### config.mk
export PLATFORM = sky130hd
export DESIGN_NAME = edc_power_ctrl
export DESIGN_NICKNAME = d
export VERILOG_FILES = /design/src/edc_pkg.sv /design/src/edc_power_ctrl.sv /design/src/edc_event_counter.sv /design/src/edc_pulse_burst.sv
export SDC_FILE = /design/constraint.sdc
export NUM_CORES = 1
export LEC_CHECK = 0
export BUFFER_PORTS_ARGS = -buffer_cell sky130_fd_sc_hd__buf_4
export CAP_MARGIN = 20
export CORE_MARGIN = 2
export CORE_UTILIZATION = 43
export CTS_CLUSTER_SIZE = 8
export DETAILED_ROUTE_END_ITERATION = 6
export PLACE_DENSITY = 0.74
export SLEW_MARGIN = 20
export SYNTH_ARGS = -nofsm -noshare
export SYNTH_HDL_FRONTEND = slang
export SYNTH_HIERARCHICAL = 1
export SYNTH_SLANG_ARGS = --single-unit
### constraint.sdc
create_clock -name REF_CLK_I -period 4.7 [get_ports REF_CLK_I]
set_input_delay 0.47 -clock REF_CLK_I [delete_from_list [all_inputs] [get_ports REF_CLK_I]]
set_output_delay 0.47 -clock REF_CLK_I [all_outputs]
set_load 0.02 [all_outputs]
### src/edc_pkg.sv
package edc_pkg;
  // register indices; byte address is four times the index
  localparam logic [7:0] EDC_CTRL_IDX = 8'h1d;
  localparam logic [7:0] EDC_STS_IDX  = 8'h20;
  localparam logic [7:0] EDC_CLR_IDX  = 8'h21;
  localparam logic [7:0] EDC_IEN_IDX  = 8'h22;
  localparam logic [7:0] EDC_CTRL_ADDR = {EDC_CTRL_IDX[5:0], 2'b00};
  localparam logic [7:0] EDC_STS_ADDR  = {EDC_STS_IDX[5:0], 2'b00};
  localparam logic [7:0] EDC_CLR_ADDR  = {EDC_CLR_IDX[5:0], 2'b00};
  localparam logic [7:0] EDC_IEN_ADDR  = {EDC_IEN_IDX[5:0], 2'b00};

  // control register field positions
  localparam int EDC_B_EN       = 15;
  localparam int EDC_B_AUTO_UP  = 14;
  localparam int EDC_B_AUTO_DN  = 13;
  localparam int EDC_B_MANUAL   = 12;
  localparam int EDC_B_BURST_DIS = 11;
  localparam int EDC_B_PWR      = 10;
  localparam int EDC_B_ERR_MET  = 9;
  localparam int EDC_B_DATA_MET = 8;
  localparam int EDC_F_ERR_LSB  = 4;
  localparam int EDC_F_DATA_LSB = 0;
  localparam int EDC_THR_W      = 4;

  // control register reset values
  localparam logic       EDC_RST_EN       = 1'b0;
  localparam logic       EDC_RST_AUTO_UP  = 1'b1;
  localparam logic       EDC_RST_AUTO_DN  = 1'b1;
  localparam logic       EDC_RST_BURST_DIS = 1'b0;
  localparam logic [3:0] EDC_RST_ERR_THR  = 4'h0;
  localparam logic [3:0] EDC_RST_DATA_THR = 4'h1;

  // interrupt status layout
  localparam int EDC_IRQ_W        = 3;
  localparam int EDC_I_DATA_MET   = 0;
  localparam int EDC_I_ERR_MET    = 1;
  localparam int EDC_I_PWR_CHANGE = 2;

  // timing
  localparam longint EDC_CLK_PERIOD_NS = 10;
  localparam longint EDC_IDLE_TIME_MS  = 2000;
  localparam longint EDC_IDLE_CYC =
    EDC_IDLE_TIME_MS * 1000000 / EDC_CLK_PERIOD_NS;
  localparam longint EDC_PULSE_TIME_NS = 100;
  localparam longint EDC_PULSE_CYC =
    (EDC_PULSE_TIME_NS + EDC_CLK_PERIOD_NS - 1) / EDC_CLK_PERIOD_NS;
  localparam longint EDC_GAP_TIME_NS = 1000;
  localparam longint EDC_GAP_CYC =
    (EDC_GAP_TIME_NS + EDC_CLK_PERIOD_NS - 1) / EDC_CLK_PERIOD_NS;
  localparam int     EDC_BURST_LEN = 4;

  // axi responses
  localparam logic [1:0] EDC_RESP_OKAY   = 2'b00;
  localparam logic [1:0] EDC_RESP_SLVERR = 2'b10;

  typedef enum logic [1:0] {
    EDC_ST_DOWN = 2'b01,
    EDC_ST_UP   = 2'b10
  } edc_pwr_t;
endpackage

### src/edc_power_ctrl.sv
// Behaviour
// - mode works only while enable bit set
// - auto power-up when data count reaches threshold
// - auto power-down when no line energy
// - manual bit toggles state, then self-clears
// - burst of four pulses per power-up
// - burst disabled gives one pulse
// - power state bit shows up or down
// - power state meaningless while mode disabled
// - error threshold flag, informational, clear on read
// - data threshold flag, clear on read
// - error threshold field sets error count
// - data threshold field, resets to one
// - counters clear after two idle seconds
//
// Local design decision: the AXI4-Lite slave port.
`timescale 1ns/1ns
module edc_power_ctrl
  import edc_pkg::*;
#(
  parameter int unsigned IDLE_CYCLES = int'(EDC_IDLE_CYC),
  parameter int          PULSE_CYC   = int'(EDC_PULSE_CYC),
  parameter int          GAP_CYC     = int'(EDC_GAP_CYC)
) (
  input  wire logic        REF_CLK_I,
  input  wire logic        RSTN_I,
  input  wire logic [7:0]  S_AXI_AWADDR_I,
  input  wire logic        S_AXI_AWVALID_I,
  output logic             S_AXI_AWREADY_O,
  input  wire logic [31:0] S_AXI_WDATA_I,
  input  wire logic [3:0]  S_AXI_WSTRB_I,
  input  wire logic        S_AXI_WVALID_I,
  output logic             S_AXI_WREADY_O,
  output logic [1:0]       S_AXI_BRESP_O,
  output logic             S_AXI_BVALID_O,
  input  wire logic        S_AXI_BREADY_I,
  input  wire logic [7:0]  S_AXI_ARADDR_I,
  input  wire logic        S_AXI_ARVALID_I,
  output logic             S_AXI_ARREADY_O,
  output logic [31:0]      S_AXI_RDATA_O,
  output logic [1:0]       S_AXI_RRESP_O,
  output logic             S_AXI_RVALID_O,
  input  wire logic        S_AXI_RREADY_I,
  input  wire logic        ED_DATA_EVENT_I,
  input  wire logic        ED_ERROR_EVENT_I,
  input  wire logic        LINE_ENERGY_I,
  output logic             CURRENT_DRIVER_ON_O,
  output logic             ED_PULSE_O,
  output logic             IRQ_O
);
  logic [1:0]           rst_sync;
  logic                 rst_n;
  logic [2:0]           data_sync;
  logic [2:0]           err_sync;
  logic [2:0]           energy_sync;
  logic                 data_lvl;
  logic                 err_lvl;
  logic                 energy_lvl;
  logic                 data_lvl_q;
  logic                 err_lvl_q;
  logic                 data_ev;
  logic                 err_ev;
  logic                 edet_enable;
  logic                 edet_auto_power_up;
  logic                 edet_auto_power_down;
  logic                 edet_manual_toggle;
  logic                 edet_pulse_burst_disable;
  logic                 edet_error_threshold_met;
  logic                 edet_data_threshold_met;
  logic [3:0]           edet_error_threshold;
  logic [3:0]           edet_data_threshold;
  logic                 edet_power_state;
  edc_pwr_t             pwr;
  edc_pwr_t             next_pwr;
  logic                 cnt_clear;
  logic                 idle_expired;
  logic [31:0]          idle_cnt;
  logic                 data_met;
  logic                 data_hit;
  logic                 err_hit;
  logic                 pwr_up_start;
  logic                 pwr_change;
  logic [EDC_IRQ_W-1:0] irq_status;
  logic [EDC_IRQ_W-1:0] irq_enable;
  logic [EDC_IRQ_W-1:0] irq_events;
  logic [EDC_IRQ_W-1:0] irq_clr;
  logic                 aw_full;
  logic                 w_full;
  logic [7:0]           aw_addr;
  logic [31:0]          w_data;
  logic [3:0]           w_strb;
  logic                 wr_do;
  logic                 rd_do;
  logic                 ctrl_read;
  logic [31:0]          rd_word;
  logic                 rd_ok;

  // address decode, shared by both channels
  function automatic logic is_mapped(input logic [7:0] a);
    is_mapped = (a == EDC_CTRL_ADDR) || (a == EDC_STS_ADDR) ||
                (a == EDC_CLR_ADDR) || (a == EDC_IEN_ADDR);
  endfunction

  // async assert, release through two flops
  always_ff @(posedge REF_CLK_I or negedge RSTN_I) begin
    if (!RSTN_I) begin
      rst_sync <= 2'b00;
    end else begin
      rst_sync <= {rst_sync[0], 1'b1};
    end
  end
  assign rst_n = rst_sync[1];

  // pins pass three flops; a level counts once stages two and three agree
  always_ff @(posedge REF_CLK_I or negedge rst_n) begin
    if (!rst_n) begin
      data_sync   <= 3'h0;
      err_sync    <= 3'h0;
      energy_sync <= 3'h0;
      data_lvl    <= 1'b0;
      err_lvl     <= 1'b0;
      energy_lvl  <= 1'b0;
      data_lvl_q  <= 1'b0;
      err_lvl_q   <= 1'b0;
    end else begin
      data_sync   <= {data_sync[1:0], ED_DATA_EVENT_I};
      data_lvl_q  <= data_lvl;
      err_lvl_q   <= err_lvl;
      err_sync    <= {err_sync[1:0], ED_ERROR_EVENT_I};
      energy_sync <= {energy_sync[1:0], LINE_ENERGY_I};
      if (data_sync[1] == data_sync[2]) begin
        data_lvl <= data_sync[2];
      end
      if (err_sync[1] == err_sync[2]) begin
        err_lvl <= err_sync[2];
      end
      if (energy_sync[1] == energy_sync[2]) begin
        energy_lvl <= energy_sync[2];
      end
    end
  end

  // one event per rising edge of the filtered level, never one per held cycle
  assign data_ev = data_lvl && !data_lvl_q;
  assign err_ev  = err_lvl && !err_lvl_q;
  // idle timer restarts on every data event
  always_ff @(posedge REF_CLK_I or negedge rst_n) begin
    if (!rst_n) begin
      idle_cnt <= 32'h0;
    end else if (data_ev || !edet_enable || idle_expired) begin
      idle_cnt <= 32'h0;
    end else begin
      idle_cnt <= idle_cnt + 32'h1;
    end
  end
  assign idle_expired = (idle_cnt >= IDLE_CYCLES - 1);

  // counters restart after idle time and after each state change
  assign cnt_clear = idle_expired || pwr_change || !edet_enable;

  edc_event_counter #(
    .W (EDC_THR_W)
  ) u_data_cnt (
    .clk_i   (REF_CLK_I),
    .rst_n_i (rst_n),
    .event_i (data_ev && edet_enable),
    .clear_i (cnt_clear),
    .thr_i   (edet_data_threshold),
    .count_o (),
    .met_o   (data_met),
    .hit_o   (data_hit)
  );

  edc_event_counter #(
    .W (EDC_THR_W)
  ) u_err_cnt (
    .clk_i   (REF_CLK_I),
    .rst_n_i (rst_n),
    .event_i (err_ev && edet_enable),
    .clear_i (cnt_clear),
    .thr_i   (edet_error_threshold),
    .count_o (),
    .met_o   (),
    .hit_o   (err_hit)
  );
  // power state decision; manual toggle wins over the automatic paths
  always_comb begin
    next_pwr = pwr;
    if (edet_enable && edet_manual_toggle) begin
      next_pwr = (pwr == EDC_ST_UP) ? EDC_ST_DOWN : EDC_ST_UP;
    end else if (edet_enable) begin
      unique case (pwr)
        EDC_ST_DOWN: begin
          if (edet_auto_power_up && data_met) begin
            next_pwr = EDC_ST_UP;
          end
        end
        EDC_ST_UP: begin
          if (edet_auto_power_down && !energy_lvl) begin
            next_pwr = EDC_ST_DOWN;
          end
        end
        default: next_pwr = EDC_ST_DOWN;
      endcase
    end
  end

  // state and driver move on one edge; driver stays powered while the mode is off
  always_ff @(posedge REF_CLK_I or negedge rst_n) begin
    if (!rst_n) begin
      pwr                 <= EDC_ST_DOWN;
      CURRENT_DRIVER_ON_O <= 1'b1;
    end else begin
      pwr                 <= next_pwr;
      CURRENT_DRIVER_ON_O <= !edet_enable || (next_pwr == EDC_ST_UP);
    end
  end
  assign pwr_change   = (next_pwr != pwr);
  assign pwr_up_start = pwr_change && (next_pwr == EDC_ST_UP);
  assign edet_power_state = (pwr == EDC_ST_UP);

  edc_pulse_burst #(
    .PULSE_CYC (PULSE_CYC),
    .GAP_CYC   (GAP_CYC),
    .BURST     (EDC_BURST_LEN)
  ) u_burst (
    .clk_i    (REF_CLK_I),
    .rst_n_i  (rst_n),
    .start_i  (pwr_up_start),
    .single_i (edet_pulse_burst_disable),
    .pulse_o  (ED_PULSE_O),
    .busy_o   ()
  );

  // write side: address and data are held until both have arrived
  assign S_AXI_AWREADY_O = !aw_full && !S_AXI_BVALID_O;
  assign S_AXI_WREADY_O  = !w_full && !S_AXI_BVALID_O;
  assign wr_do = aw_full && w_full;

  always_ff @(posedge REF_CLK_I or negedge rst_n) begin
    if (!rst_n) begin
      aw_full        <= 1'b0;
      w_full         <= 1'b0;
      aw_addr        <= 8'h00;
      w_data         <= 32'h0;
      w_strb         <= 4'h0;
      S_AXI_BVALID_O <= 1'b0;
      S_AXI_BRESP_O  <= EDC_RESP_OKAY;
    end else begin
      if (S_AXI_AWVALID_I && S_AXI_AWREADY_O) begin
        aw_full <= 1'b1;
        aw_addr <= S_AXI_AWADDR_I;
      end
      if (S_AXI_WVALID_I && S_AXI_WREADY_O) begin
        w_full <= 1'b1;
        w_data <= S_AXI_WDATA_I;
        w_strb <= S_AXI_WSTRB_I;
      end
      if (wr_do) begin
        aw_full        <= 1'b0;
        w_full         <= 1'b0;
        S_AXI_BVALID_O <= 1'b1;
        S_AXI_BRESP_O  <= is_mapped(aw_addr) ? EDC_RESP_OKAY : EDC_RESP_SLVERR;
      end else if (S_AXI_BVALID_O && S_AXI_BREADY_I) begin
        S_AXI_BVALID_O <= 1'b0;
      end
    end
  end

  // control register fields, byte lanes honoured
  always_ff @(posedge REF_CLK_I or negedge rst_n) begin
    if (!rst_n) begin
      edet_enable              <= EDC_RST_EN;
      edet_auto_power_up       <= EDC_RST_AUTO_UP;
      edet_auto_power_down     <= EDC_RST_AUTO_DN;
      edet_pulse_burst_disable <= EDC_RST_BURST_DIS;
      edet_error_threshold     <= EDC_RST_ERR_THR;
      edet_data_threshold      <= EDC_RST_DATA_THR;
      edet_manual_toggle       <= 1'b0;
    end else begin
      edet_manual_toggle <= 1'b0;
      if (wr_do && aw_addr == EDC_CTRL_ADDR) begin
        if (w_strb[1]) begin
          edet_enable              <= w_data[EDC_B_EN];
          edet_auto_power_up       <= w_data[EDC_B_AUTO_UP];
          edet_auto_power_down     <= w_data[EDC_B_AUTO_DN];
          edet_manual_toggle       <= w_data[EDC_B_MANUAL];
          edet_pulse_burst_disable <= w_data[EDC_B_BURST_DIS];
        end
        if (w_strb[0]) begin
          edet_error_threshold <= w_data[EDC_F_ERR_LSB +: EDC_THR_W];
          edet_data_threshold  <= w_data[EDC_F_DATA_LSB +: EDC_THR_W];
        end
      end
    end
  end

  // read side: one read in flight, data registered
  assign S_AXI_ARREADY_O = !S_AXI_RVALID_O;
  assign rd_do     = S_AXI_ARVALID_I && S_AXI_ARREADY_O;
  assign ctrl_read = rd_do && (S_AXI_ARADDR_I == EDC_CTRL_ADDR);

  always_comb begin
    rd_word = 32'h0;
    rd_ok   = is_mapped(S_AXI_ARADDR_I);
    unique case (S_AXI_ARADDR_I)
      EDC_CTRL_ADDR: begin
        rd_word[EDC_B_EN]        = edet_enable;
        rd_word[EDC_B_AUTO_UP]   = edet_auto_power_up;
        rd_word[EDC_B_AUTO_DN]   = edet_auto_power_down;
        rd_word[EDC_B_MANUAL]    = edet_manual_toggle;
        rd_word[EDC_B_BURST_DIS] = edet_pulse_burst_disable;
        rd_word[EDC_B_PWR]       = edet_power_state;
        rd_word[EDC_B_ERR_MET]   = edet_error_threshold_met;
        rd_word[EDC_B_DATA_MET]  = edet_data_threshold_met;
        rd_word[EDC_F_ERR_LSB +: EDC_THR_W]  = edet_error_threshold;
        rd_word[EDC_F_DATA_LSB +: EDC_THR_W] = edet_data_threshold;
      end
      EDC_STS_ADDR: rd_word[EDC_IRQ_W-1:0] = irq_status;
      EDC_IEN_ADDR: rd_word[EDC_IRQ_W-1:0] = irq_enable;
      default:      rd_word = 32'h0; // clear reg and holes read zero
    endcase
  end

  always_ff @(posedge REF_CLK_I or negedge rst_n) begin
    if (!rst_n) begin
      S_AXI_RVALID_O <= 1'b0;
      S_AXI_RDATA_O  <= 32'h0;
      S_AXI_RRESP_O  <= EDC_RESP_OKAY;
    end else if (rd_do) begin
      S_AXI_RVALID_O <= 1'b1;
      S_AXI_RDATA_O  <= rd_word;
      S_AXI_RRESP_O  <= rd_ok ? EDC_RESP_OKAY : EDC_RESP_SLVERR;
    end else if (S_AXI_RREADY_I) begin
      S_AXI_RVALID_O <= 1'b0;
    end
  end
  // clear-on-read flags; a new hit in the read cycle survives it
  always_ff @(posedge REF_CLK_I or negedge rst_n) begin
    if (!rst_n) begin
      edet_error_threshold_met <= 1'b0;
      edet_data_threshold_met  <= 1'b0;
    end else begin
      edet_error_threshold_met <= err_hit || (edet_error_threshold_met && !ctrl_read);
      edet_data_threshold_met  <= data_hit || (edet_data_threshold_met && !ctrl_read);
    end
  end

  // interrupt status, enable and write-one clear
  assign irq_events = {pwr_change && edet_enable, err_hit, data_hit};
  assign irq_clr = (wr_do && aw_addr == EDC_CLR_ADDR && w_strb[0]) ?
                   w_data[EDC_IRQ_W-1:0] : '0;

  always_ff @(posedge REF_CLK_I or negedge rst_n) begin
    if (!rst_n) begin
      irq_status <= '0;
      irq_enable <= '0;
    end else begin
      irq_status <= (irq_status & ~irq_clr) | irq_events; // set wins
      if (wr_do && aw_addr == EDC_IEN_ADDR && w_strb[0]) begin
        irq_enable <= w_data[EDC_IRQ_W-1:0];
      end
    end
  end

  assign IRQ_O = |(irq_status & irq_enable);
endmodule

### src/edc_event_counter.sv
`timescale 1ns/1ns
module edc_event_counter
  import edc_pkg::*;
#(
  parameter int W = EDC_THR_W
) (
  input  wire logic         clk_i,
  input  wire logic         rst_n_i,
  input  wire logic         event_i,
  input  wire logic         clear_i,
  input  wire logic [W-1:0] thr_i,
  output logic      [W-1:0] count_o,
  output logic              met_o,
  output logic              hit_o
);
  logic [W-1:0] next_count;
  logic [W-1:0] eff_thr;

  // saturating step; a zero threshold behaves as one
  always_comb begin
    next_count = (&count_o) ? count_o : W'(count_o + 1'b1);
    eff_thr    = (thr_i == '0) ? W'(1) : thr_i;
  end

  // level compare every cycle, hit marks each event that reaches or passes it
  assign met_o = (count_o >= eff_thr);
  assign hit_o = event_i && (next_count >= eff_thr) && !clear_i;

  // clear has priority so a stale count never leaks past a reset
  always_ff @(posedge clk_i or negedge rst_n_i) begin
    if (!rst_n_i) begin
      count_o <= '0;
    end else if (clear_i) begin
      count_o <= '0;
    end else if (event_i) begin
      count_o <= next_count;
    end
  end
endmodule

### src/edc_pulse_burst.sv
`timescale 1ns/1ns
module edc_pulse_burst
  import edc_pkg::*;
#(
  parameter int PULSE_CYC = int'(EDC_PULSE_CYC),
  parameter int GAP_CYC   = int'(EDC_GAP_CYC),
  parameter int BURST     = EDC_BURST_LEN
) (
  input  wire logic clk_i,
  input  wire logic rst_n_i,
  input  wire logic start_i,
  input  wire logic single_i,
  output logic      pulse_o,
  output logic      busy_o
);
  logic [7:0] left;
  logic [7:0] timer;

  // a start while busy is ignored; one burst per power-up
  always_ff @(posedge clk_i or negedge rst_n_i) begin
    if (!rst_n_i) begin
      left    <= 8'h00;
      timer   <= 8'h00;
      pulse_o <= 1'b0;
      busy_o  <= 1'b0;
    end else if (!busy_o) begin
      if (start_i) begin
        busy_o  <= 1'b1;
        pulse_o <= 1'b1;
        timer   <= 8'(PULSE_CYC - 1);
        left    <= single_i ? 8'h00 : 8'(BURST - 1);
      end
    end else if (timer != 8'h00) begin
      timer <= timer - 8'h01;
    end else if (pulse_o) begin
      pulse_o <= 1'b0;
      timer   <= 8'(GAP_CYC - 1);
      busy_o  <= (left != 8'h00);
    end else begin
      pulse_o <= 1'b1;
      timer   <= 8'(PULSE_CYC - 1);
      left    <= left - 8'h01;
    end
  end
endmodule

**Word level (Yosys, flattened, before mapping)**

Index checks and enable logic that the tools add are counted.

- Muxes and demuxes: 47
- Magnitude comparators: 4
- Shift-type cells: 0
- Add/subtract/negate cells: 5
- Reductions and logical operators: 69
- Multiply operators: 0
- Div/mod/pow operators: 0
- Equality and inequality tests: 17
- Bitwise logic cells: 4

Operator list:

| operator | count |
|---|---|
| 2-to-1 mux 8 bit | 7 |
| equality test 8 bit, second input constant | 6 |
| adder 32 x 1 -> 32 bit, second input constant | 1 |
| greater-or-equal comparator 32 x 28 -> 1 bit, second input constant | 1 |
| 2-to-1 mux 32 bit | 1 |
| 2-to-1 mux 4 bit | 8 |
| logical AND 1 bit | 28 |
| 2-to-1 mux 1 bit | 18 |
| equality test 8 x 7 -> 1 bit, second input constant | 2 |
| 2-to-1 mux 2 bit | 8 |
| nonzero test 8 bit | 2 |
| subtractor 8 x 1 -> 8 bit, second input constant | 2 |
| nonzero test 2 bit | 7 |
| logical OR 1 bit | 13 |
| 2-to-1 mux 13 bit | 1 |
| greater-or-equal comparator 4 bit | 3 |
| logical NOT 1 bit | 10 |
| case mux 3 bit (3 select lines) | 1 |
| adder 4 x 1 -> 4 bit, second input constant | 2 |
| logical NOT 4 bit | 2 |
| AND reduction 4 bit | 2 |
| 2-to-1 mux 7 bit | 1 |
| bitwise AND 3 bit | 2 |
| AND reduction 2 bit | 3 |
| other kinds (11) | 15 |

- Bits in writable memories: 0
- Memories kept: 0
- Memory bits (read-only): 0
- Logic and storage cells: 185
- Register bits after elaboration: 148
- Output and inout bits: 44
- Latch bits: 0
- Input port bits: 62

**Depth between registers and ports, before layout**

- Depth after elaboration: 14
- Depth in mapped cells: 15
- Depth with buffers taken out: 14

**Cells and area by module**

The synthesis kept the hierarchy.

By module, submodules not included:

| module | cells an instance | sequential area each (um^2) | area each (um^2) | times used |
|---|---|---|---|---|
| edc_power_ctrl | 446 | 2934.1 | 5079.9 | 1 |
| edc_pulse_burst | 108 | 450.4 | 1073.5 | 1 |
| edc_event_counter | 55 | 100.1 | 473.0 | 2 |

**Worst setup path before layout**

Ideal clock, no wire load.

- Path kind: flip-flop to flip-flop
- From: reg edet_data_threshold[2]
- To: reg u_burst.left[7]
- Setup time: 0.126 ns
- Buffers on the path: 1
- Setup slack: 1.894 ns
- Arrival time: 2.680 ns
- Required time: 4.574 ns
- Stages on the path, launching flop included: 15
- Period minus slack after synthesis: 2.806 ns
- Path through: dfrtp_1 > inv_1 > a31o_2 > ha_1 > nand2b_1 > a21oi_1 > o21ai_1 > a21boi_0 > nor4_1 > a211oi_1 > o31a_1 > nor2_1 > clkbuf_1 > nor2_1 > a221o_1

- Word-level cells in the longest chain between the ends: 12
- Elaborated cells on any way between the ends: 13
- Those cells by class: order compare: 1; eq/ne: 2; mux: 5; reduce/logical: 5

Ends and longest elaborated chain:

| element | RTL line | source |
|---|---|---|
| start, declared | edc_power_ctrl.sv:71 | `logic [3:0] edet_data_threshold;` |
| start signal, assigned | edc_power_ctrl.sv:292 | `edet_data_threshold <= w_data[EDC_F_DATA_LSB +: EDC_THR_W];` |
| logical NOT 4 bit | edc_event_counter.sv:22 | `eff_thr = (thr_i == '0) ? W'(1) : thr_i;` |
| 2-to-1 mux 4 bit * | edc_event_counter.sv:22 |  |
| greater-or-equal comparator 4 bit * | edc_event_counter.sv:26 | `assign met_o = (count_o >= eff_thr);` |
| net data_met | edc_power_ctrl.sv:78 | `logic data_met;` |
| logical AND 1 bit * | edc_power_ctrl.sv:194 | `if (edet_auto_power_up && data_met) begin` |
| 2-to-1 mux 2 bit * | edc_power_ctrl.sv:194 |  |
| case mux 2 bit (2 select lines) * | edc_power_ctrl.sv:192 | `unique case (pwr)` |
| 2-to-1 mux 2 bit * | edc_power_ctrl.sv:191 | `end else if (edet_enable) begin` |
| 2-to-1 mux 2 bit * | edc_power_ctrl.sv:189 | `if (edet_enable && edet_manual_toggle) begin` |
| inequality test 2 bit / equality test 2 bit (equally long branches) | edc_power_ctrl.sv:218, edc_power_ctrl.sv:219 |  |
| logical AND 1 bit * | edc_power_ctrl.sv:219 | `assign pwr_up_start = pwr_change && (next_pwr == EDC_ST_UP);` |
| net pwr_up_start | edc_power_ctrl.sv:81 | `logic pwr_up_start;` |
| nonzero test 2 bit (no source line) * | -- |  |
| AND reduction 3 bit (no source line) * | -- |  |
| end signal, assigned | edc_pulse_burst.sv:31 | `left <= single_i ? 8'h00 : 8'(BURST - 1);` |
| end signal, assigned | edc_pulse_burst.sv:42 | `left <= left - 8'h01;` |
| end, declared | edc_pulse_burst.sv:16 | `logic [7:0] left;` |

Mark *: on every way through the listed nets, which the timed path passes. The rest lies on a longest branch.
A chain may end at the register's enable or synchronous reset.

**Final worst setup path**

- From: reg edet_data_threshold[2]
- To: reg u_burst.left[4]

Same word-level chain as after synthesis.

==> results.yml <==
power_and_ir_drop:
  p_leak_nw: 3.770
  irDropWorstVdd_mv: 0.2527
  power.switching_w: 0.0008317
  pwr-share-clk_pct: 40.6
  powerDensity_nw_per_um2: 393.6
  swShare_pct: 25.51
  power_frac_seq_pct: 46.1
  p_int_w: 0.002428
  p_comb_share_pct: 13.3
yosys:
  synth_area_sq_um: 7020
  synth_area_per_cell_sq_um: 10.73
  syn_inst: 654
  ys.warnings.count: 6
worst_setup_path:
  path_max_fanout: 10
  crit_top_cell: "nor2_1"
  cp-end-kind: "flip-flop"
  crit_family: "compound AO/OA/AOI/OAI gates"
  path_cells: "inv_1, a31o_2, ha_1, nand2b_1, a21oi_1, o21ai_1, a21boi_0, nor4_1, a211oi_1, o31a_1, nor2_1, buf_4, nor2_1, a22o_1"
  crit_type: "flip-flop to flip-flop"
  startpoint_type: "flip-flop"
  path_buf_inv: 2
  cp_slowest_cell: "nor2_1"
  cp_slowest_stage_delay_ns: 0.64
  arrival_ns: 3.79
  critPathRequiredTime_ns: 5.06
place:
  dpl_cell_area_sq_um: 7666
  dpl.hpwl_mm: 9.544
  port_buffers: 66
  gp_congestion: 0.8560
timing:
  period_share_pct: 73.14
  slew_viol_final: 0
  max_freq_ghz: 0.2909
  relSlewSlack_pct: 35.82
  finalSetupViolCount: 0
  min_period_ns: 3.438
  fin_setup_tns_ns: 0
  worstMarginPinSlew_ns: 0.9604
  finalHoldViolCount: 0
  worst_clock_skew_ns: 0.009728
  rsz0062_at_grt: "no"
layout:
  layout-drive-gt1-share_pct: 23.38
  nets: 811
  final_cell_mix: "dfrtp_1, buf_4, nand2_1"
  layout_commonest_cell: "dfrtp_1"
  n_antenna_cell: 0
  final_area_sq_um: 8282
  syn2layout_area_growth_pct: 17.96
cts:
  cts_inserted_buffers: 17
  clock-sinks: 143
  cts_hold_buf: 1
  clock_latency_ns: 0.42
  cts_tree: "done"
  ctsResizeCount: 0
  htree_levels: 4
  root_buffer: "clkbuf_16"
  clk_pin_slew_worst_paths_ns: 0.06
  cts_setup_buffers: 0
  cts_buffer_depth: 2
drt:
  vias: 4959
  totalWireLength_mm: 13.94
  drtIter0Drc: 350
  first_pass_iters: 6
  drtAntennaViolNets: 0
  viasPerCell: 5.187
  wl_per_cell_microns: 14.58
  drc: 0
global_route:
  antenna_found_initial: 0
  track_usage_pct: 17.06
  grt_overflow: 0
  grt_pass1_wl_mm: 24.11
  grt_max_degree: 81
  grt_pass1_vias: 5001
min_path:
  hold_path_class: "input pin to flip-flop"
floorplanning:
  num_io_pins: 106
  die_area_sq_um: 17360
  rows: 46
  die_x_microns: 131.8
  die_h_microns: 131.8
  initial_utilization_pct: 44.04
  coreArea_sq_um: 15940
outcome:
  status: "complete, no violations"
flow_run:
  drv_cap: 0
metal layers:
metal	GRT usage (%)	wire length, microns	vias up
li1	-	-	2423
met5	0	0	-
met4	6.884	253	0
met2	27.11	6487	91
met1	22.41	6554	2427
met3	4.383	644	18
sequential cells by signal (all words and copies together) (netlist names), 4 cells and up:
register and count:
aw_addr 8, w_data 13, u_burst/timer 8, u_err_cnt/count_o 4
u_data_cnt/count_o 4, edet_error_threshold 4, u_burst/left 8, S_AXI_RDATA_O 16
idle_cnt 32, edet_data_threshold 4
power by group through the flow:
| stage | Clock [W] | Sequential, W | Combinational [W] |
|---|---|---|---|
| after global routing | 0.00141 | 0.00152 | 0.000474 |
| final | 0.00132 | 0.00150 | 0.000433 |
| after global placement | 0 | 0.00152 | 0.000415 |
| after floorplan | 0 | 0.00151 | 0.000304 |
| after detailed placement | 0 | 0.00153 | 0.000428 |
| after CTS | 0.00135 | 0.00151 | 0.000430 |
per-stage QoR:
step	setup WS, ns	total power [W]	util, %	instances	hold slack (ns)
2_1_floorplan	0.4295	0.001813	-	675	0.1744
3_3_place_gp	1.444	0.001935	48.09	922	0.2532
3_5_place_dp	1.359	0.001957	48.09	922	0.2539
4_1_cts	1.316	0.003291	51.82	955	0.1375
5_1_grt	1.054	0.003405	51.95	956	0.1429
6_report	1.262	0.003260	51.95	956	0.1541
final timing paths:
check / from / to / slack, ns / cells past startpoint
min in group asynchronous: rst_sync[1] / energy_sync[0] / 0.31 / 0
min: ED_ERROR_EVENT_I / err_sync[0] / 0.15 / 1
max reg2reg: edet_data_threshold[2] / u_burst/left[4] / 1.26 / 14
max in group asynchronous: rst_sync[1] / edet_auto_power_up / 3.35 / 2
min reg2reg: rst_sync[1] / energy_sync[0] / 0.31 / 0
max: edet_data_threshold[2] / u_burst/left[4] / 1.26 / 14
cell type report:
| type | count | area [sq um] |
|---|---|---|
| flip-flops and latches | 143 | 3588 |
| well taps | 216 | 270.3 |
| repair buffers | 72 | 555.5 |
| fillers | 1438 | 7661 |
| multi-input cells | 462 | 3166 |
| clock inverters | 10 | 111.4 |
| inverters | 31 | 116.4 |
| clock buffers | 22 | 474.2 |
Note: power is estimated with default switching activity, not from simulation.
